===== config.mk =====
export PLATFORM = sky130hd
export DESIGN_NAME = ext_sequencer_config_regs
export DESIGN_NICKNAME = d
export VERILOG_FILES = /design/src/common/seq_cfg_pkg.sv /design/src/logic/ext_sequencer_config_regs.sv
export SDC_FILE = /design/constraint.sdc
export NUM_CORES = 1
export LEC_CHECK = 0
export BUFFER_PORTS_ARGS = -buffer_cell sky130_fd_sc_hd__buf_2
export CAP_MARGIN = 20
export CORE_MARGIN = 4
export CORE_UTILIZATION = 48
export CTS_CLUSTER_SIZE = 16
export DETAILED_ROUTE_END_ITERATION = 10
export MAX_ROUTING_LAYER = met4
export PLACE_DENSITY = 0.76
export SKIP_CTS_REPAIR_TIMING = 1
export SYNTH_ARGS = -nofsm -noshare
export SYNTH_HDL_FRONTEND = slang
export SYNTH_SLANG_ARGS = --single-unit

===== constraint.sdc =====
create_clock -name clk -period 1.2 [get_ports clk]
set_input_delay 0.24 -clock clk [delete_from_list [all_inputs] [get_ports clk]]
set_output_delay 0.24 -clock clk [all_outputs]
set_load 0.005 [all_outputs]

===== src/common/seq_cfg_pkg.sv =====
package seq_cfg_pkg;
  // --------------------------------------------------------------------------
  // register indices
  // --------------------------------------------------------------------------
  localparam logic [7:0] IDX_AUX_RANGE = 8'h19;
  localparam logic [7:0] IDX_LEGACY_BANK = 8'h11;
  localparam logic [7:0] IDX_FIFO_THRESH = 8'h20;
  localparam logic [7:0] IDX_MODE_SEL = 8'h21;
  localparam logic [7:0] IDX_FEATURE = 8'h22;
  localparam logic [7:0] IDX_READ_BANK = 8'h23;
  localparam logic [7:0] IDX_WRITE_BANK = 8'h24;
  localparam logic [7:0] IDX_SHARED_BANK = 8'h25;
  localparam logic [7:0] IDX_ROW_TIMING = 8'h26;
  localparam logic [7:0] IDX_COL_TIMING = 8'h27;
  // --------------------------------------------------------------------------
  // reset values
  // --------------------------------------------------------------------------
  localparam logic [7:0] RST_AUX_RANGE = 8'h01;
  localparam logic [7:0] RST_FIFO_THRESH = 8'h81;
  localparam logic [7:0] RST_ROW_TIMING = 8'h01;
  localparam logic [7:0] RST_COL_TIMING = 8'h10;
  // --------------------------------------------------------------------------
  // writable bit masks
  // --------------------------------------------------------------------------
  localparam logic [7:0] MSK_AUX_RANGE = 8'h3F;
  localparam logic [7:0] MSK_FIFO_THRESH = 8'hCF;
  localparam logic [7:0] MSK_MODE_SEL = 8'hF7;
  localparam logic [7:0] MSK_FEATURE = 8'h7C;
  localparam logic [7:0] MSK_BANK = 8'h7F;
  localparam logic [7:0] MSK_ROW_TIMING = 8'h0B;
  localparam logic [7:0] MSK_COL_TIMING = 8'h36;
  // --------------------------------------------------------------------------
  // field positions
  // --------------------------------------------------------------------------
  localparam int AUX_DAC_BIT = 4;
  localparam int AUX_EN_BIT = 5;
  localparam int MODE_DBL_BIT = 0;
  localparam int MODE_TRI_BIT = 1;
  localparam int MODE_PACKED_BIT = 2;
  localparam int MODE_CHARACTER_CLOCK_BIT = 4;
  localparam int MODE_SYNC_BIT = 7;
  localparam int FEAT_CMDBUF_BIT = 2;
  localparam int FEAT_WCACHE_BIT = 3;
  localparam int FEAT_LATCH_BIT = 4;
  localparam int FEAT_WM4_BIT = 5;
  localparam int FEAT_RM4_BIT = 6;
  localparam int ROW_HALF_BIT = 3;
  localparam int COL_HALF_BIT = 1;
  localparam int COL_PULSE_BIT = 2;
  // --------------------------------------------------------------------------
  // decode ranges (DAC_STD_LO/HI are full io addresses, DAC_EXT and AUX LO/HI offsets within the 2xNN page, IO_PAGE_HI its top nibble)
  // --------------------------------------------------------------------------
  localparam logic [15:0] DAC_STD_LO = 16'h03C6;
  localparam logic [15:0] DAC_STD_HI = 16'h03C9;
  localparam logic [7:0] DAC_EXT_LO = 8'h80;
  localparam logic [7:0] DAC_EXT_HI = 8'h9F;
  localparam logic [7:0] AUX_LO = 8'hA0;
  localparam logic [7:0] AUX_HI = 8'hBF;
  localparam logic [3:0] IO_PAGE_HI = 4'h2;
  localparam logic [3:0] CMD_MMIO_LIMIT = 4'h7;
  localparam logic [7:0] COPROC_LAST = 8'h7F;
  // --------------------------------------------------------------------------
  // timing counts and enumerations
  // --------------------------------------------------------------------------
  localparam logic [3:0] TEXT_BURST_BASE = 4'h6;
  localparam logic [2:0] ROW_PRE_BASE = 3'h2;
  localparam logic [1:0] SHIFT_FOLLOW = 2'h0;
  localparam logic [2:0] SHIFT_ATTR3 = 3'h3;
  localparam logic [3:0] ATTR_MODE_3 = 4'h3;
  typedef enum logic [1:0] {HTIME_X1, HTIME_X2, HTIME_X3} htime_t;
  typedef struct packed {
    logic [3:0] text_burst;
    logic [3:0] gfx_fifo_level;
    htime_t htime;
    logic packed_pixel;
    logic character_clock_half;
    logic [2:0] shift_load_vclks;
    logic sync_clocking;
    logic cmd_fifo_en;
    logic write_cache_en;
    logic latch_64;
    logic write_mode_4;
    logic read_mode_4;
    logic [2:0] row_precharge;
    logic row_half;
    logic col_half;
    logic [1:0] col_pulse;
  } timing_cfg_t;
endpackage


===== src/logic/ext_sequencer_config_regs.sv =====
`timescale 1ns/1ps
module ext_sequencer_config_regs
(
  // clock and reset
  input wire logic clk,
  input wire logic rstn,
  // indexed register port
  input wire logic [7:0] reg_index,
  input wire logic reg_wr,
  input wire logic reg_rd,
  input wire logic [7:0] reg_wdata,
  output logic [7:0] reg_rdata,
  // host io decode
  input wire logic [15:0] io_addr,
  input wire logic io_rd,
  input wire logic io_wr,
  input wire logic vl_bus,
  output logic dac_select,
  output logic aux_chip_select_n,
  output logic aux_read_strobe_n,
  output logic aux_write_strobe_n,
  // host memory window
  input wire logic mem_rd,
  input wire logic mem_wr,
  input wire logic mmio_wr,
  input wire logic [7:0] mmio_offset,
  input wire logic block_transfer,
  input wire logic [3:0] attr_mode,
  input wire logic [2:0] gfx_write_mode,
  output logic [6:0] host_address_hi,
  output logic to_cmd_fifo,
  output logic [2:0] eff_write_mode,
  output logic direct_read,
  // timing configuration
  output seq_cfg_pkg::timing_cfg_t cfg
);

  // --------------------------------------------------------------------------
  // registers
  // --------------------------------------------------------------------------
  logic [7:0] aux_range_decode;
  logic [7:0] refresh_fifo_threshold;
  logic [7:0] timing_mode_select;
  logic [7:0] feature_select;
  logic [6:0] read_bank_extended;
  logic [6:0] write_bank_extended;
  logic [7:0] row_strobe_timing;
  logic [7:0] column_strobe_timing;
  logic [7:0] next_rdata;

  always_ff @(posedge clk or negedge rstn)
  begin
    if (!rstn)
    begin
      aux_range_decode <= seq_cfg_pkg::RST_AUX_RANGE;
      refresh_fifo_threshold <= seq_cfg_pkg::RST_FIFO_THRESH;
      timing_mode_select <= 8'h00;
      feature_select <= 8'h00;
      row_strobe_timing <= seq_cfg_pkg::RST_ROW_TIMING;
      column_strobe_timing <= seq_cfg_pkg::RST_COL_TIMING;
    end
    else if (reg_wr)
    begin
      unique case (reg_index)
        seq_cfg_pkg::IDX_AUX_RANGE:
          aux_range_decode <= reg_wdata & seq_cfg_pkg::MSK_AUX_RANGE;
        seq_cfg_pkg::IDX_FIFO_THRESH:
          refresh_fifo_threshold <= reg_wdata & seq_cfg_pkg::MSK_FIFO_THRESH;
        // host sequences the update inside software reset
        seq_cfg_pkg::IDX_MODE_SEL:
          timing_mode_select <= reg_wdata & seq_cfg_pkg::MSK_MODE_SEL;
        seq_cfg_pkg::IDX_FEATURE:
          feature_select <= reg_wdata & seq_cfg_pkg::MSK_FEATURE;
        seq_cfg_pkg::IDX_ROW_TIMING:
          row_strobe_timing <= reg_wdata & seq_cfg_pkg::MSK_ROW_TIMING;
        seq_cfg_pkg::IDX_COL_TIMING:
          column_strobe_timing <= reg_wdata & seq_cfg_pkg::MSK_COL_TIMING;
        default:
        begin
        end
      endcase
    end
  end

  // bank registers: legacy nibbles and the shared port alias these
  always_ff @(posedge clk or negedge rstn)
  begin
    if (!rstn)
    begin
      read_bank_extended <= 7'h00;
      write_bank_extended <= 7'h00;
    end
    else if (reg_wr)
    begin
      unique case (reg_index)
        seq_cfg_pkg::IDX_LEGACY_BANK:
        begin
          read_bank_extended[3:0] <= reg_wdata[3:0];
          write_bank_extended[3:0] <= reg_wdata[7:4];
        end
        seq_cfg_pkg::IDX_READ_BANK:
          read_bank_extended <= reg_wdata[6:0];
        seq_cfg_pkg::IDX_WRITE_BANK:
          write_bank_extended <= reg_wdata[6:0];
        seq_cfg_pkg::IDX_SHARED_BANK:
        begin
          read_bank_extended <= reg_wdata[6:0];
          write_bank_extended <= reg_wdata[6:0];
        end
        default:
        begin
        end
      endcase
    end
  end

  // --------------------------------------------------------------------------
  // read back
  // --------------------------------------------------------------------------
  always_comb
  begin
    unique case (reg_index)
      seq_cfg_pkg::IDX_AUX_RANGE: next_rdata = aux_range_decode;
      seq_cfg_pkg::IDX_LEGACY_BANK:
        next_rdata = {write_bank_extended[3:0], read_bank_extended[3:0]};
      seq_cfg_pkg::IDX_FIFO_THRESH: next_rdata = refresh_fifo_threshold;
      seq_cfg_pkg::IDX_MODE_SEL: next_rdata = timing_mode_select;
      seq_cfg_pkg::IDX_FEATURE: next_rdata = feature_select;
      seq_cfg_pkg::IDX_READ_BANK: next_rdata = {1'b0, read_bank_extended};
      seq_cfg_pkg::IDX_WRITE_BANK: next_rdata = {1'b0, write_bank_extended};
      seq_cfg_pkg::IDX_SHARED_BANK: next_rdata = {1'b0, write_bank_extended};
      seq_cfg_pkg::IDX_ROW_TIMING: next_rdata = row_strobe_timing;
      seq_cfg_pkg::IDX_COL_TIMING: next_rdata = column_strobe_timing;
      default: next_rdata = 8'h00;
    endcase
  end

  always_ff @(posedge clk or negedge rstn)
  begin
    if (!rstn)
      reg_rdata <= 8'h00;
    else if (reg_rd)
      reg_rdata <= next_rdata;
  end

  // --------------------------------------------------------------------------
  // io decode
  // --------------------------------------------------------------------------
  logic page_hit;
  logic dac_std;
  logic dac_ext;
  logic aux_hit;

  assign page_hit = io_addr[15:12] == seq_cfg_pkg::IO_PAGE_HI
    && io_addr[11:8] == aux_range_decode[3:0];
  assign dac_std = io_addr >= seq_cfg_pkg::DAC_STD_LO && io_addr <= seq_cfg_pkg::DAC_STD_HI;
  assign dac_ext = page_hit && io_addr[7:0] >= seq_cfg_pkg::DAC_EXT_LO
    && io_addr[7:0] <= seq_cfg_pkg::DAC_EXT_HI;
  assign aux_hit = aux_range_decode[seq_cfg_pkg::AUX_EN_BIT] && page_hit
    && io_addr[7:0] >= seq_cfg_pkg::AUX_LO && io_addr[7:0] <= seq_cfg_pkg::AUX_HI;

  always_ff @(posedge clk or negedge rstn)
  begin
    if (!rstn)
    begin
      dac_select <= 1'b0;
      aux_chip_select_n <= 1'b1;
      aux_read_strobe_n <= 1'b1;
      aux_write_strobe_n <= 1'b1;
    end
    else
    begin
      dac_select <= (io_rd || io_wr)
        && (dac_std || (aux_range_decode[seq_cfg_pkg::AUX_DAC_BIT] && dac_ext));
      aux_chip_select_n <= !(vl_bus && aux_hit && (io_rd || io_wr));
      aux_read_strobe_n <= !(!vl_bus && aux_hit && io_rd);
      aux_write_strobe_n <= !(!vl_bus && aux_hit && io_wr);
    end
  end

  // --------------------------------------------------------------------------
  // host memory path
  // --------------------------------------------------------------------------
  logic packed_mode;
  assign packed_mode = timing_mode_select[seq_cfg_pkg::MODE_PACKED_BIT];

  always_ff @(posedge clk or negedge rstn)
  begin
    if (!rstn)
    begin
      host_address_hi <= 7'h00;
      to_cmd_fifo <= 1'b0;
      eff_write_mode <= 3'h0;
      direct_read <= 1'b0;
    end
    else
    begin
      if (mem_wr)
        host_address_hi <= write_bank_extended;
      else if (mem_rd)
        host_address_hi <= read_bank_extended;
      to_cmd_fifo <= feature_select[seq_cfg_pkg::FEAT_CMDBUF_BIT]
        && ((mmio_wr && mmio_offset <= seq_cfg_pkg::COPROC_LAST)
        || (mem_wr && block_transfer));
      eff_write_mode <= (packed_mode && feature_select[seq_cfg_pkg::FEAT_WM4_BIT])
        ? 3'h4 : gfx_write_mode;
      direct_read <= packed_mode && feature_select[seq_cfg_pkg::FEAT_RM4_BIT];
    end
  end

  // --------------------------------------------------------------------------
  // timing configuration
  // --------------------------------------------------------------------------
  seq_cfg_pkg::timing_cfg_t next_cfg;
  logic [1:0] shift_code;

  always_comb
  begin
    shift_code = timing_mode_select[6:5];
    next_cfg.text_burst = seq_cfg_pkg::TEXT_BURST_BASE
      + {1'b0, refresh_fifo_threshold[7:6], 1'b0};
    next_cfg.gfx_fifo_level = refresh_fifo_threshold[3:0];
    if (timing_mode_select[seq_cfg_pkg::MODE_TRI_BIT])
      next_cfg.htime = seq_cfg_pkg::HTIME_X3;
    else if (timing_mode_select[seq_cfg_pkg::MODE_DBL_BIT])
      next_cfg.htime = seq_cfg_pkg::HTIME_X2;
    else
      next_cfg.htime = seq_cfg_pkg::HTIME_X1;
    next_cfg.packed_pixel = packed_mode;
    next_cfg.character_clock_half = timing_mode_select[seq_cfg_pkg::MODE_CHARACTER_CLOCK_BIT];
    // zero means follow the clocking mode register
    if (shift_code == seq_cfg_pkg::SHIFT_FOLLOW)
      next_cfg.shift_load_vclks = 3'h0;
    else if (shift_code == 2'h3 && attr_mode == seq_cfg_pkg::ATTR_MODE_3)
      next_cfg.shift_load_vclks = seq_cfg_pkg::SHIFT_ATTR3;
    else
      next_cfg.shift_load_vclks = {shift_code, 1'b0};
    next_cfg.sync_clocking = timing_mode_select[seq_cfg_pkg::MODE_SYNC_BIT];
    next_cfg.cmd_fifo_en = feature_select[seq_cfg_pkg::FEAT_CMDBUF_BIT];
    next_cfg.write_cache_en = feature_select[seq_cfg_pkg::FEAT_WCACHE_BIT];
    next_cfg.latch_64 = feature_select[seq_cfg_pkg::FEAT_LATCH_BIT];
    next_cfg.write_mode_4 = packed_mode && feature_select[seq_cfg_pkg::FEAT_WM4_BIT];
    next_cfg.read_mode_4 = packed_mode && feature_select[seq_cfg_pkg::FEAT_RM4_BIT];
    next_cfg.row_precharge = seq_cfg_pkg::ROW_PRE_BASE
      + {1'b0, row_strobe_timing[1:0]};
    next_cfg.row_half = row_strobe_timing[seq_cfg_pkg::ROW_HALF_BIT];
    next_cfg.col_half = column_strobe_timing[seq_cfg_pkg::COL_HALF_BIT];
    next_cfg.col_pulse = column_strobe_timing[seq_cfg_pkg::COL_PULSE_BIT]
      ? 2'h2 : 2'h1;
  end

  always_ff @(posedge clk or negedge rstn)
  begin
    if (!rstn)
      cfg <= '0;
    else
      cfg <= next_cfg;
  end
endmodule


======== Word-level counts from Yosys, hierarchy flattened ========
Index checks and enable logic that the tools add are counted.
word-level totals
  flip-flop bits (word level) ............. 96
  bits of input ports ..................... 58
  word-level logic and storage cells ...... 110
cells by class
  add/subtract/negate cells ............... 2
  magnitude comparators ................... 7
  equal/unequal tests ..................... 14
  multiplexer cells ....................... 10
  reduce and logical (&&, ||, !) cells .... 43
operators with widths
  cell                                                                                number
  8-bit case mux with 9 select lines                                                  1
  8-bit by 6-bit equality test with 1-bit output, second input constant               8
  1-bit logical AND                                                                   20
  2-bit AND reduction                                                                 10
  8-bit by 5-bit equality test with 1-bit output, second input constant               2
  16-bit by 10-bit >= comparator with 1-bit output, second input constant             1
  8-bit >= comparator, second input constant                                          2
  16-bit by 10-bit less-or-equal comparator with 1-bit output, second input constant  1
  8-bit less-or-equal comparator, second input constant                               2
  7-bit 2-to-1 mux                                                                    2
  3-bit 2-to-1 mux                                                                    3
  4-bit by 2-bit equality test with 1-bit output, second input constant               2
  8-bit by 7-bit less-or-equal comparator with 1-bit output, second input constant    1
  4-bit case mux with 2 select lines                                                  1
  3-bit by 3-bit adder with 4-bit output, first input constant                        1
  4-bit equality test                                                                 1
  1-bit zero test                                                                     4
  2-bit 2-to-1 mux                                                                    2
  2-bit nonzero test                                                                  2
  2-bit OR reduction                                                                  2
  2-bit by 2-bit adder with 3-bit output, first input constant                        1
  1-bit logical OR                                                                    3
  3-bit OR reduction                                                                  1
  2-bit equality test, second input constant                                          1
  other kinds (2)                                                                     2

======== Longest topological paths before layout ========
Gate-level depths: netlist of run 1.
  word-level depth ........................ 8
  gate-level depth with buffers ........... 6

======== Worst setup path after synthesis of run 1 ========
OpenSTA, ideal clock, no wires.
  kind .................................... in2reg
  start point ............................. in reg_index[4]
  end point ............................... reg row_strobe_timing[1]
  arrival time ............................ 1.726 ns
  setup slack ............................. -0.653 ns
  stages on the path ...................... 6
  cells stage by stage .................... buf_6 or4b_4 buf_6 nor2_4 and4_4 mux2_1
on the way
  cells in the longest elaborated chain, start to end .. 2
ends and longest elaborated chain
  what                                            RTL line                         text
  start, declared                                 ext_sequencer_config_regs.sv:8   input wire logic [7:0] reg_index,
  8-bit by 6-bit equality test with 1-bit output  ext_sequencer_config_regs.sv:64  unique case (reg_index)
  2-bit AND reduction (no source line)            -
  end signal, assigned                            ext_sequencer_config_regs.sv:59  row_strobe_timing <= seq_cfg_pkg::RST_ROW_TIMING;
  end signal, assigned                            ext_sequencer_config_regs.sv:75  row_strobe_timing <= reg_wdata & seq_cfg_pkg::MSK_ROW_TIMING;
  end, declared                                   ext_sequencer_config_regs.sv:47  logic [7:0] row_strobe_timing;
Every way passes these cells.
A chain may end at the register's enable or synchronous reset.

======== Worst setup path after layout of run 1 ========
  start point ............................. in reg_index[7]
  end point ............................... reg write_bank_extended[4]
on the way
  cells in the longest elaborated chain, start to end .. 3
ends and longest elaborated chain
  what                                            RTL line                          text
  8-bit by 6-bit equality test with 1-bit output  ext_sequencer_config_regs.sv:95   unique case (reg_index)
  2-bit OR reduction (no source line) *           -
  2-bit AND reduction (no source line) *          -
  end signal, assigned                            ext_sequencer_config_regs.sv:104  write_bank_extended <= reg_wdata[6:0];
  end signal, assigned                            ext_sequencer_config_regs.sv:108  write_bank_extended <= reg_wdata[6:0];
  end, declared                                   ext_sequencer_config_regs.sv:46   logic [6:0] write_bank_extended;
Mark *: on every way between the ends. The rest lies on a longest branch, timed or not.

==> results of run 1 <==
## power groups by stage
stage | Sequential (mW) | Clock (mW) | Combinational (mW)
2_1_floorplan | 3.58 | 0 | 0.367
3_3_place_gp | 3.59 | 0 | 0.893
3_5_place_dp | 3.60 | 0 | 0.919
4_1_cts | 3.54 | 2.00 | 0.923
5_1_grt | 3.57 | 2.13 | 1.10
6_report | 3.55 | 1.96 | 1.02
## layer usage
| layer | vias up | track usage |
|---|---|---|
| met3 | 21 | 0.03208 |
| met4 | 0 | 0.08779 |
| met5 | - | - |
| met1 | 1724 | 0.3094 |
| met2 | 91 | 0.3798 |
| li1 | 1570 | - |
## final cells by class
cell class / count / area share
clock buffer: 10 / 0.02336
clock inverter: 6 / 0.007434
inverter: 15 / 0.009983
multi-input combinational: 211 / 0.3388
sequential: 95 / 0.4053
tap: 108 / 0.02294
timing repair buffer: 169 / 0.1922
## cell families after synthesis
| family | synth area share |
|---|---|
| other cells | 0.0008841 |
| xor+xnor | 0.002065 |
| mux | 0.1478 |
| flops | 0.5628 |
| fa+ha+maj | 0.002949 |
| simple gates | 0.1493 |
| buf+inv | 0.03245 |
| compound gates | 0.1018 |
## registers in the layout, indices dropped and copies added, names as in the netlist
signal	cells
aux_write_strobe_n	1
cfg	27
read_bank_extended	7
to_cmd_fifo	1
eff_write_mode	3
timing_mode_select	7
feature_select	5
host_address_hi	7
aux_range_decode	6
aux_read_strobe_n	1
column_strobe_timing	4
refresh_fifo_threshold	6
write_bank_extended	7
reg_rdata	8
aux_chip_select_n	1
row_strobe_timing	3
dac_select	1
## cell usage in the layout, fill, tap and decap left out, types with 5 or more instances in the layout
master	synthesis	layout
o21ai_0	10	10
nand2b_1	6	5
buf_6	2	11
clkbuf_8	0	10
buf_2	2	93
mux2_4	6	16
dfstp_2	8	8
mux2i_1	12	12
nor3_4	3	6
nand2_1	17	17
mux2_2	28	27
nand3b_1	5	5
buf_4	3	59
inv_1	15	13
nor2_1	16	15
dfrtp_1	87	87
## path summary, 6_finish.rpt
check	startpoint	endpoint	slack, ns
min in group asynchronous	rstn	eff_write_mode[0]	0.26
hold reg to reg	refresh_fifo_threshold[0]	cfg[20]	0.41
max in group asynchronous	rstn	refresh_fifo_threshold[0]	0.40
setup / recovery	reg_index[7]	write_bank_extended[4]	-0.32
hold / removal	attr_mode[2]	cfg[13]	0.03
setup reg to reg	aux_range_decode[0]	dac_select	-0.21
## critical path: stages
cell     delay (ns)
buf_6          0.10
or4b_4         0.61
buf_6          0.16
nor3_4         0.21
nand2_2        0.14
mux2_4         0.32
## through the flow
stage	setup WS (ns)	std cells	hold WS [ns]	power (mW)	area [um^2]
floorplan	-0.6160	335	-0.05559	3.942	4358
global placement	-0.6290	589	0.1068	4.483	5373
detailed placement	-0.6566	589	0.1144	4.519	5373
CTS	-0.2824	605	-0.2773	6.459	5554
global route	-0.3556	614	0.03460	6.798	5891
finish	-0.3204	614	0.02698	6.527	5891
==> summary by stage, run 1 <==
Synthesis
In the synthesized netlist the dominant register cell turns out to be dfrtp_1. Synthesis inferred 95 register bits. The cell type with the highest aggregate area in the netlist is dfrtp_1. Yosys mapped a number of flops with a built-in enable equal to 0. The number of warnings reported in the yosys synthesis log is 0. Of the synthesized area, sequential elements account for 0.5628. The commonest cells after synthesis are dfrtp_1 (87), mux2_2 (28), nand2_1 (17). In this run, distinct cell masters in the synthesized netlist total 68.

A synthesized cell averages 12.66 um^2. The proportion of register bits with asynchronous set or reset after synthesis is 1.000. dfrtp_1 is the most common cell in the netlist. Of the post-synthesis cell area, the dominant cell type holds 0.5133.

The synthesized netlist occupies a cell area of 4242 um^2. Sorting the synthesized cells by area gives the leading types as dfrtp_1 (51%), mux2_2 (7.4%), dfstp_2 (5.0%). The number of nets handed over by synthesis was 394.

Synthesis produced a netlist whose cell count is 335.

Cells and area
Of the cells placed in the final design, the portion with a size suffix greater than 1 is 0.5692. The layout has 659 filler cells. The sequential cells in the finished layout cover a total of 2387 um^2. The area occupied by multi-input gates is 1996 um^2. Once layout is complete, the utilization of the core stands at 0.6788.

The layout overhead on the synthesized area is 38.88%. In the final design database the tool counted 560 nets. The diode insertion count for antenna repair is 0.

Place
During placement, the flow inserted port buffers numbering 100. The congestion estimate from routability-driven global placement came to 0.9150. The post-detailed-placement half-perimeter wirelength is 8.810 mm.

Worst setup path
At the worst endpoint, the required time is 1.45 ns. The worst setup path is launched from an input port. The endpoint class of the critical path is a register. The worst setup path is of the in2reg kind. For the worst setup path, the data arrival time is 1.77 ns. The depth of the most critical reg-to-reg path is 3. The maximum fanout along the worst path is 6.

Floorplan
The floorplan has 34 rows. The die is 102.0 um tall. The width of the chip is 102.0 um. For this design the top-level I/O count stands at 110. The effective utilization at floorplan is 0.4888. The die covers 10,410 um^2.

The area inside the core boundary is 8678 um^2.

Pwr
Across the VDD grid, the largest voltage drop is 700.4 uV. The share of total power dissipated in sequential elements is 0.543. Of the total power, the clock network draws 0.301. The switching power of the nets is 1.790 mW.

Summed over all cells, the static leakage comes to 2.931 nW. The total power divided by cell area is 1108 nW/um^2. The combinational cell fraction of total power is 0.156. Cell internal power was estimated by the tool at 4.737 mW. The net switching share of the total power is 0.2742.

Timing
The count of pins over their slew limit is 0. For the final database, setup skew stands at 0.009246 ns. The total setup violations reported at the end of the flow is 53. Summed over all failing endpoints, the final setup total negative slack is -7.733 ns. Based on the critical path, the design can be clocked at up to 0.6577 GHz. The final count of hold timing violations was 0. The setup slack of the critical path after layout is -0.3204 ns. The final critical-path share of the clock period is 1.267. Setup repair after global routing could not meet its margin everywhere. The clock period minus worst slack is 1.520 ns.

Clock network
The number of clock buffers inserted by TritonCTS is 9. The root cell of the clock tree is clkbuf_8. Clock-pin slew was measured on the worst setup and hold paths at 0.09 ns. The H-tree generated during clock tree synthesis spans 3 levels. The CTS tree is done. The tree built by TritonCTS fans out to 95 sinks. The clock latency at the later pin of the worst-skew pair is 0.37 ns. No sink is reached through more buffers than the 2 on the longest clock path.

Global route
The number of antenna violations at the first check in global routing is 0. The global-route wire length before repair is 18.04 mm. The overall track demand over capacity in global routing is 0.2372.

The number of global-route vias before repair was 3,414. The total overflow left after global routing is 0. Entering global routing, the biggest net connects 44 pins.

Detailed routing
The met2 routed wirelength is 6.211 mm. Wires add up to 12.09 mm. The first detailed-routing pass ran for 4 iterations. The mean routed wirelength per cell is 19.69 um. The detailed router's first-iteration violation count is 153. The routed via count is 3,406. Once detail routing completed, the nets flagged for antenna violations numbered 0. The top layer used by detailed routing is met4. The via density per instance is 5.547.

The routed design uses 521 um of met3 wire. The number of design rule violations left after detail routing is 0. The routed metal-1 wirelength is 5.111 mm.

Hold path
The type of the worst min-delay path is in2reg. The worst hold path was traced through 2 stages.

Run
Max-cap violations in this run came to 0.

Run status
The final reports fail on setup timing. The flow ran to the end, but the final reports show violations.
(Power assumes the default switching activity.)
==> inputs of run 2 (changes only) <==
Settings changed: GPL_TIMING_DRIVEN set to 0, TNS_END_PERCENT set to 5.
==> summary by stage, run 2 (synthesis results as in run 1) <==
Cells and area
The layout overhead on the synthesized area was 29.38% (was 38.88%). The net total in the final layout came to 521 (was 560). The total area of sequential cells is 2387 um^2 (unchanged). The number of flip-flops under the largest register name is 27 (unchanged).

The diode insertion count for antenna repair is 0 (unchanged). The area occupied by multi-input gates is 1851 um^2 (was 1996 um^2). The most frequent standard cell in the layout excluding fill and tap cells is buf_2 (unchanged). The share of final-layout standard cells stronger than drive strength 1 is 0.4732 (was 0.5692). The layout filler cell count came to 705 (was 659). Biggest registers after layout: cfg: 27 flops, reg_rdata: 8 flops (unchanged).

The register containing the most flip-flops in the final layout is cfg (unchanged). Most used cells in the layout excluding fill and tap cells: buf_2 (90), dfrtp_1 (87), mux2_2 (27) (was buf_2 (93), dfrtp_1 (87), buf_4 (59)). The utilization of the core after routing is 0.6324 (was 0.6788).

Place
The number of buffers added on ports is 96 (was 100). The post-detailed-placement half-perimeter wirelength is 7.953 mm (was 8.810 mm). The last weighted congestion value of the routability-driven placer is 0.9044 (was 0.9150).

Clock network
The number of H-tree levels is 3 (unchanged). The root cell of the clock tree is clkbuf_8 (unchanged). The CTS tree is done (unchanged).

The clock latency at the later pin of the worst-skew pair is 0.36 ns (was 0.37 ns). The maximum clock path buffer count is 2 (unchanged). The count of clock tree sinks is 95 (unchanged). The clock edge transition at the registers on the reported setup and hold paths was 0.09 ns (about the same). The number of clock buffers inserted by TritonCTS is 9 (unchanged).

Timing
RSZ-0062 raised after global routing: yes (unchanged). The maximum frequency from static timing analysis is 0.6336 GHz (was 0.6577 GHz). The maximum clock skew at final layout is 0.01029 ns (was 0.009246 ns). At the pin with the least slew margin, the transition time is 0.5642 ns. Measured against its own limit, the worst slew margin works out to 0.6238. The clock period minus worst slack is 1.578 ns (was 1.520 ns). The hold slack was -0.1423 ns (was 0.02698 ns). The total setup violations reported at the end of the flow is 58 (was 53). The setup slack of the critical path after layout was -0.3783 ns (was -0.3204 ns).

The final critical-path share of the clock period is 1.315 (was 1.267). The final count of hold timing violations is 37 (was 0). The count of pins over their slew limit is 0 (unchanged).

Global route
The number of antenna violations at the first check in global routing came to 0 (unchanged). The number of global-route vias before repair is 3,262 (was 3,414). The global-route wire length before repair was 16.90 mm (was 18.04 mm). The maximum number of pins on one net before global-route repair was 54 (was 44). The overall track demand over capacity in global routing is 0.2189 (was 0.2372). The global route total overflow came to 0 (unchanged).

Worst setup path
The startpoint of the worst register-to-register path is aux_range_decode[1] (was aux_range_decode[0]). The endpoint class of the critical path is a register (unchanged). The cell type group with the largest total delay on the critical path is simple AND/OR/NAND/NOR gates (unchanged).

The depth of the most critical reg-to-reg path is 4 (was 3). The classification of the worst setup path is in2reg (unchanged). The cell at the slowest stage of the critical path is or4b_4 (unchanged). The required time of the critical path is 1.45 ns (about the same).

CP Cell Sequence: buf_12 > or4b_4 > nor3_4 > nand3_4 > mux2_1 (was buf_6 > or4b_4 > buf_6 > nor3_4 > nand2_2 > mux2_4). The slack of the worst reg-to-reg path came to -0.20 ns (was -0.21 ns). The destination of the critical timing path is feature_select[3] (was write_bank_extended[4]).

The count of cell instances traversed by the critical path is 5 (was 6). The critical path launch point is reg_index[4] (was reg_index[7]). The endpoint of the worst-slack reg-to-reg timing path is dac_select (unchanged). The longest individual stage delay on the worst path is 0.60 ns (was 0.61 ns).

The buffer and inverter count on the worst path is 1 (was 2). The worst path arrival time is 1.83 ns (was 1.77 ns). The kind of launch point of the worst setup path is an input port (unchanged). The maximum fanout along the worst path came to 5 (was 6).

Detailed routing
The detailed router's first-iteration violation count is 174 (was 153). The number of design rule violations left after detail routing was 0 (unchanged). The routed via count is 3,302 (was 3,406). The mean routed wirelength per cell is 19.22 um (was 19.69 um). The number of nets with antenna violations after routing is 0 (unchanged). The length of the first detailed-routing pass in iterations came to 5 (was 4). The via density per instance was 5.743 (was 5.547). The total wirelength of the detailed-routed design is 11.05 mm (was 12.09 mm).

Pwr
The cell-internal power is 5.238 mW (was 4.737 mW). The switching power of the nets came to 1.694 mW (was 1.790 mW). The leakage component of the power is 2.693 nW (was 2.931 nW). The net switching share of the total power is 0.2444 (was 0.2742).

The power after layout was 6.933 mW (was 6.527 mW). The relative contribution of the clock network to total power was 0.372 (was 0.301). The combinational cell fraction of total power is 0.114 (was 0.156). The register share of total power is 0.513 (was 0.543). The total power divided by cell area came to 1263 nW/um^2 (was 1108 nW/um^2). The highest ir drop seen on vdd is 816.6 uV (was 700.4 uV).

Run status
Failing checks: hold timing, setup timing (was setup timing). Status: complete, but fails checks (unchanged).

Floorplan
The overall die area is 10,410 um^2 (unchanged). The effective utilization at floorplan came to 0.4888 (unchanged). The width of the chip is 102.0 um (unchanged). The die extent in y is 102.0 um (unchanged). The area inside the core boundary was 8678 um^2 (unchanged). The I/O pin count is 110 (unchanged). The row count is 34 (unchanged).

Hold path
The type of the worst min-delay path is in2async (was in2reg).

Run
The number of maximum-capacitance violations is 0 (unchanged).
-- run 2: cell count changes in the layout (fill, tap and decap cells not counted), sizes merged --
cell         previous run  this run
inv                    17        16
dlygate4sd3             1         0
clkinv                  3         2
bufinv                  0         3
buf                   168       124
clkbuf                 10        16
clkinvlp                1         0
-- run 2: worst min path at each step --
stage,end,from,cells after the start
finish,host_address_hi[6],rstn,1
global route,host_address_hi[6],rstn,1
CTS,host_address_hi[6],rstn,1
detailed placement,host_address_hi[6],rstn,1
global placement,cfg[22],refresh_fifo_threshold[2],0
floorplan,aux_range_decode[1],rstn,0
-- run 2: cell type report --
type,instances,area share
well taps,108,0.02462
clock inverters,6,0.02120
flip-flops and latches,95,0.4350
repair buffers,117,0.1284
clock buffers,10,0.02508
plain buffers,13,0.01778
multi-input cells,211,0.3372
inverters,15,0.01072
-- run 2: power groups by stage --
stage | Sequential [mW] | Clock [mW] | Combinational [mW]
floorplan | 3.57 | 0 | 0.346
global route | 3.58 | 2.75 | 0.872
CTS | 3.56 | 2.63 | 0.725
detailed placement | 3.62 | 0 | 0.722
finish | 3.56 | 2.58 | 0.793
global placement | 3.60 | 0 | 0.689
-- run 2: metrics by stage --
step	area, um^2	TNS, ns	cells	setup slack, ns
after floorplan	4257	-23.32	335	-0.6172
after global placement	4872	-125.22	539	-0.9466
after detailed placement	4902	-40.04	540	-0.9113
after CTS	5156	-19.34	556	-0.5431
after global routing	5488	-13.00	575	-0.3999
final	5488	-10.74	575	-0.3783
-- run 2: routing by layer --
layer / share of wire / vias up / GRT usage
met4: 0.017 / 0 / 0.07568
met1: 0.42 / 1671 / 0.2885
met2: 0.50 / 130 / 0.3463
met5: 0 / - / -
met3: 0.064 / 16 / 0.03481
li1: - / 1485 / -
==> inputs of run 3 (changes only) <==
Settings changed: BUFFER_PORTS_ARGS -buffer_cell sky130_fd_sc_hd__buf_2 to -buffer_cell sky130_fd_sc_hd__clkbuf_2, CORE_UTILIZATION 48 to 49, CTS_BUF_LIST set to sky130_fd_sc_hd__clkbuf_8, PLACE_DENSITY 0.76 to 0.78.
==> summary by stage, run 3 (synthesis results as in run 1) <==
Run status
Status: complete, but fails checks (unchanged). Failing checks: hold timing, setup timing (unchanged).

Global route
The overall track demand over capacity in global routing is 0.2249 (was 0.2189). The number of antenna violations at the first check in global routing is 0 (unchanged). The global-route wire length before repair came to 16.95 mm (was 16.90 mm).

The maximum number of pins on one net before global-route repair is 51 (was 54). The global route total overflow is 0 (unchanged). The number of global-route vias before repair is 3,231 (was 3,262).

Detailed routing
The number of nets with antenna violations after routing was 0 (unchanged). The via density per instance is 5.680 (was 5.743). The sum of met3 wire segment lengths after detailed routing is 588 um (was 710 um).

The top layer used by detailed routing is met4 (unchanged). The length of the first detailed-routing pass in iterations is 4 (was 5). The routed metal-1 wirelength is 4.670 mm (was 4.593 mm). The number of design rule violations left after detail routing is 0 (unchanged). The total wirelength of the detailed-routed design is 10.84 mm (was 11.05 mm). The routed via count was 3,215 (was 3,302). The mean routed wirelength per cell is 19.15 um (was 19.22 um). The detailed router's first-iteration violation count was 131 (was 174). The met2 routed wirelength is 5.385 mm (was 5.564 mm).

Timing
The measured slew at the worst slew-check pin is 0.6798 ns (was 0.5642 ns). RSZ-0062 raised after global routing: yes (unchanged). The maximum clock skew at final layout is 0.009828 ns (was 0.01029 ns). The final critical-path share of the clock period is 1.322 (was 1.315).

The max-slew headroom at the worst pin is 0.5433 (was 0.6238). The maximum frequency from static timing analysis was 0.6305 GHz (was 0.6336 GHz). The final count of hold timing violations was 39 (was 37). The count of pins over their slew limit came to 0 (unchanged). The hold slack is -0.09079 ns (was -0.1423 ns).

The setup slack of the critical path after layout is -0.3861 ns (was -0.3783 ns). The total setup violations reported at the end of the flow is 44 (was 58). The clock period minus worst slack was 1.586 ns (was 1.578 ns).

Cells and area
Most used cells in the layout excluding fill and tap cells: clkbuf_2 (93), dfrtp_1 (87), mux2_2 (28) (was buf_2 (90), dfrtp_1 (87), mux2_2 (27)). The number of flip-flops under the largest register name is 27 (unchanged). The layout overhead on the synthesized area is 25.87% (was 29.38%). The register containing the most flip-flops in the final layout is cfg (unchanged). The net total in the final layout came to 515 (was 521).

The share of final-layout standard cells stronger than drive strength 1 is 0.4620 (was 0.4732). The utilization of the core after routing is 0.6433 (was 0.6324). Biggest registers after layout: cfg: 27 flops, reg_rdata: 8 flops (unchanged). The most frequent standard cell in the layout excluding fill and tap cells was clkbuf_2 (was buf_2). The diode insertion count for antenna repair was 0 (unchanged).

Clock network
The count of clock tree sinks is 95 (unchanged). The clock edge transition at the registers on the reported setup and hold paths is 0.09 ns (about the same). The number of clock buffers inserted by TritonCTS is 9 (unchanged). The number of H-tree levels is 3 (unchanged). The CTS tree is done (unchanged).

The clock latency at the later pin of the worst-skew pair is 0.36 ns (about the same). The maximum clock path buffer count is 2 (unchanged). The root cell of the clock tree is clkbuf_8 (unchanged).

Place
The number of buffers added on ports is 96 (unchanged). The post-detailed-placement half-perimeter wirelength is 8.031 mm (was 7.953 mm). The last weighted congestion value of the routability-driven placer was 0.9085 (was 0.9044).

Worst setup path
The longest individual stage delay on the worst path came to 0.63 ns (was 0.60 ns). The cell at the slowest stage of the critical path is or4b_4 (unchanged). The maximum fanout along the worst path came to 7 (was 5). The depth of the most critical reg-to-reg path is 4 (unchanged). CP Cell Sequence: buf_12 > or4b_4 > nor3_4 > nand3_4 > mux2_4 (was buf_12 > or4b_4 > nor3_4 > nand3_4 > mux2_1). The critical path launch point is reg_index[4] (unchanged). The required time of the critical path is 1.45 ns (about the same). The worst path arrival time is 1.83 ns (about the same). The classification of the worst setup path is in2reg (unchanged). The slack of the worst reg-to-reg path is -0.30 ns (was -0.20 ns). The endpoint class of the critical path is a register (unchanged). The kind of launch point of the worst setup path is an input port (unchanged).

The startpoint of the worst register-to-register path is aux_range_decode[1] (unchanged). The destination of the critical timing path is feature_select[2] (was feature_select[3]). The endpoint of the worst-slack reg-to-reg timing path is dac_select (unchanged).

Pwr
The highest ir drop seen on vdd came to 678.3 uV (was 816.6 uV). The power after layout was 6.380 mW (was 6.933 mW). The leakage component of the power is 2.597 nW (was 2.693 nW). The total power divided by cell area is 1195 nW/um^2 (was 1263 nW/um^2).

Floorplan
The area inside the core boundary is 8299 um^2 (was 8678 um^2). The row count came to 33 (was 34). The overall die area came to 10,210 um^2 (was 10,410 um^2). The die extent in y is 101.0 um (was 102.0 um).

The I/O pin count is 110 (unchanged). The effective utilization at floorplan is 0.5111 (was 0.4888). The width of the chip is 101.0 um (was 102.0 um).

Hold path
The type of the worst min-delay path is in2async (unchanged).

Run
The number of maximum-capacitance violations came to 0 (unchanged).
## run 3: cell count changes in the layout (fill, tap and decap cells not counted), sizes merged
cell | before | now
inv | 16 | 18
buf | 124 | 25
clkbuf | 16 | 108
clkinv | 2 | 1
bufinv | 3 | 1
clkinvlp | 0 | 2
## run 3: critical path: cells and delay by family
family / cells / cell delay [ns]
buffers and inverters: 1 / 0.11
muxes: 1 / 0.35
and+or+nand+nor: 3 / 1.14
## run 3: how the worst min path moves through the flow
stage,endpoint,startpoint,cells after the start,slack (ns)
final,host_address_hi[6],rstn,1,-0.09
after global routing,host_address_hi[6],rstn,1,-0.05
after CTS,host_address_hi[6],rstn,1,-0.07
after detailed placement,host_address_hi[6],rstn,1,0.33
after global placement,cfg[21],refresh_fifo_threshold[1],0,0.38
after floorplan,aux_range_decode[1],rstn,0,-0.06
## run 3: through the flow
stage | setup WS (ns) | cells | TNS [ns] | area, um^2
floorplan | -0.6172 | 335 | -23.32 | 4257
global placement | -1.176 | 536 | -147.52 | 4868
detailed placement | -0.9256 | 537 | -40.68 | 4898
CTS | -0.5379 | 553 | -20.20 | 5089
global route | -0.4339 | 566 | -10.43 | 5339
finish | -0.3861 | 566 | -8.672 | 5339
## run 3: layout make-up
type | instances | area [um^2]
Fill cell | 663 | 2960
Timing Repair Buffer | 111 | 624.3
Clock inverter | 7 | 66.31
Multi-Input combinational cell | 211 | 1857
Tap cell | 105 | 131.4
Inverter | 15 | 58.81
Sequential cell | 95 | 2387
Clock buffer | 9 | 123.9
Buffer | 13 | 90.09
## run 3: report_power, final
part	switching, mW	leakage [nW]	internal (mW)	total [mW]
Combinational	0.408	1.25	0.362	0.770
Sequential	0.158	1.25	3.40	3.56
Clock	1.10	0.0982	0.952	2.05
## run 3: layer usage
| layer | up-vias | global-route usage |
|---|---|---|
| li1 | 1469 | - |
| met1 | 1618 | 0.3031 |
| met2 | 108 | 0.3526 |
| met3 | 20 | 0.03183 |
| met4 | 0 | 0.07362 |
| met5 | - | - |
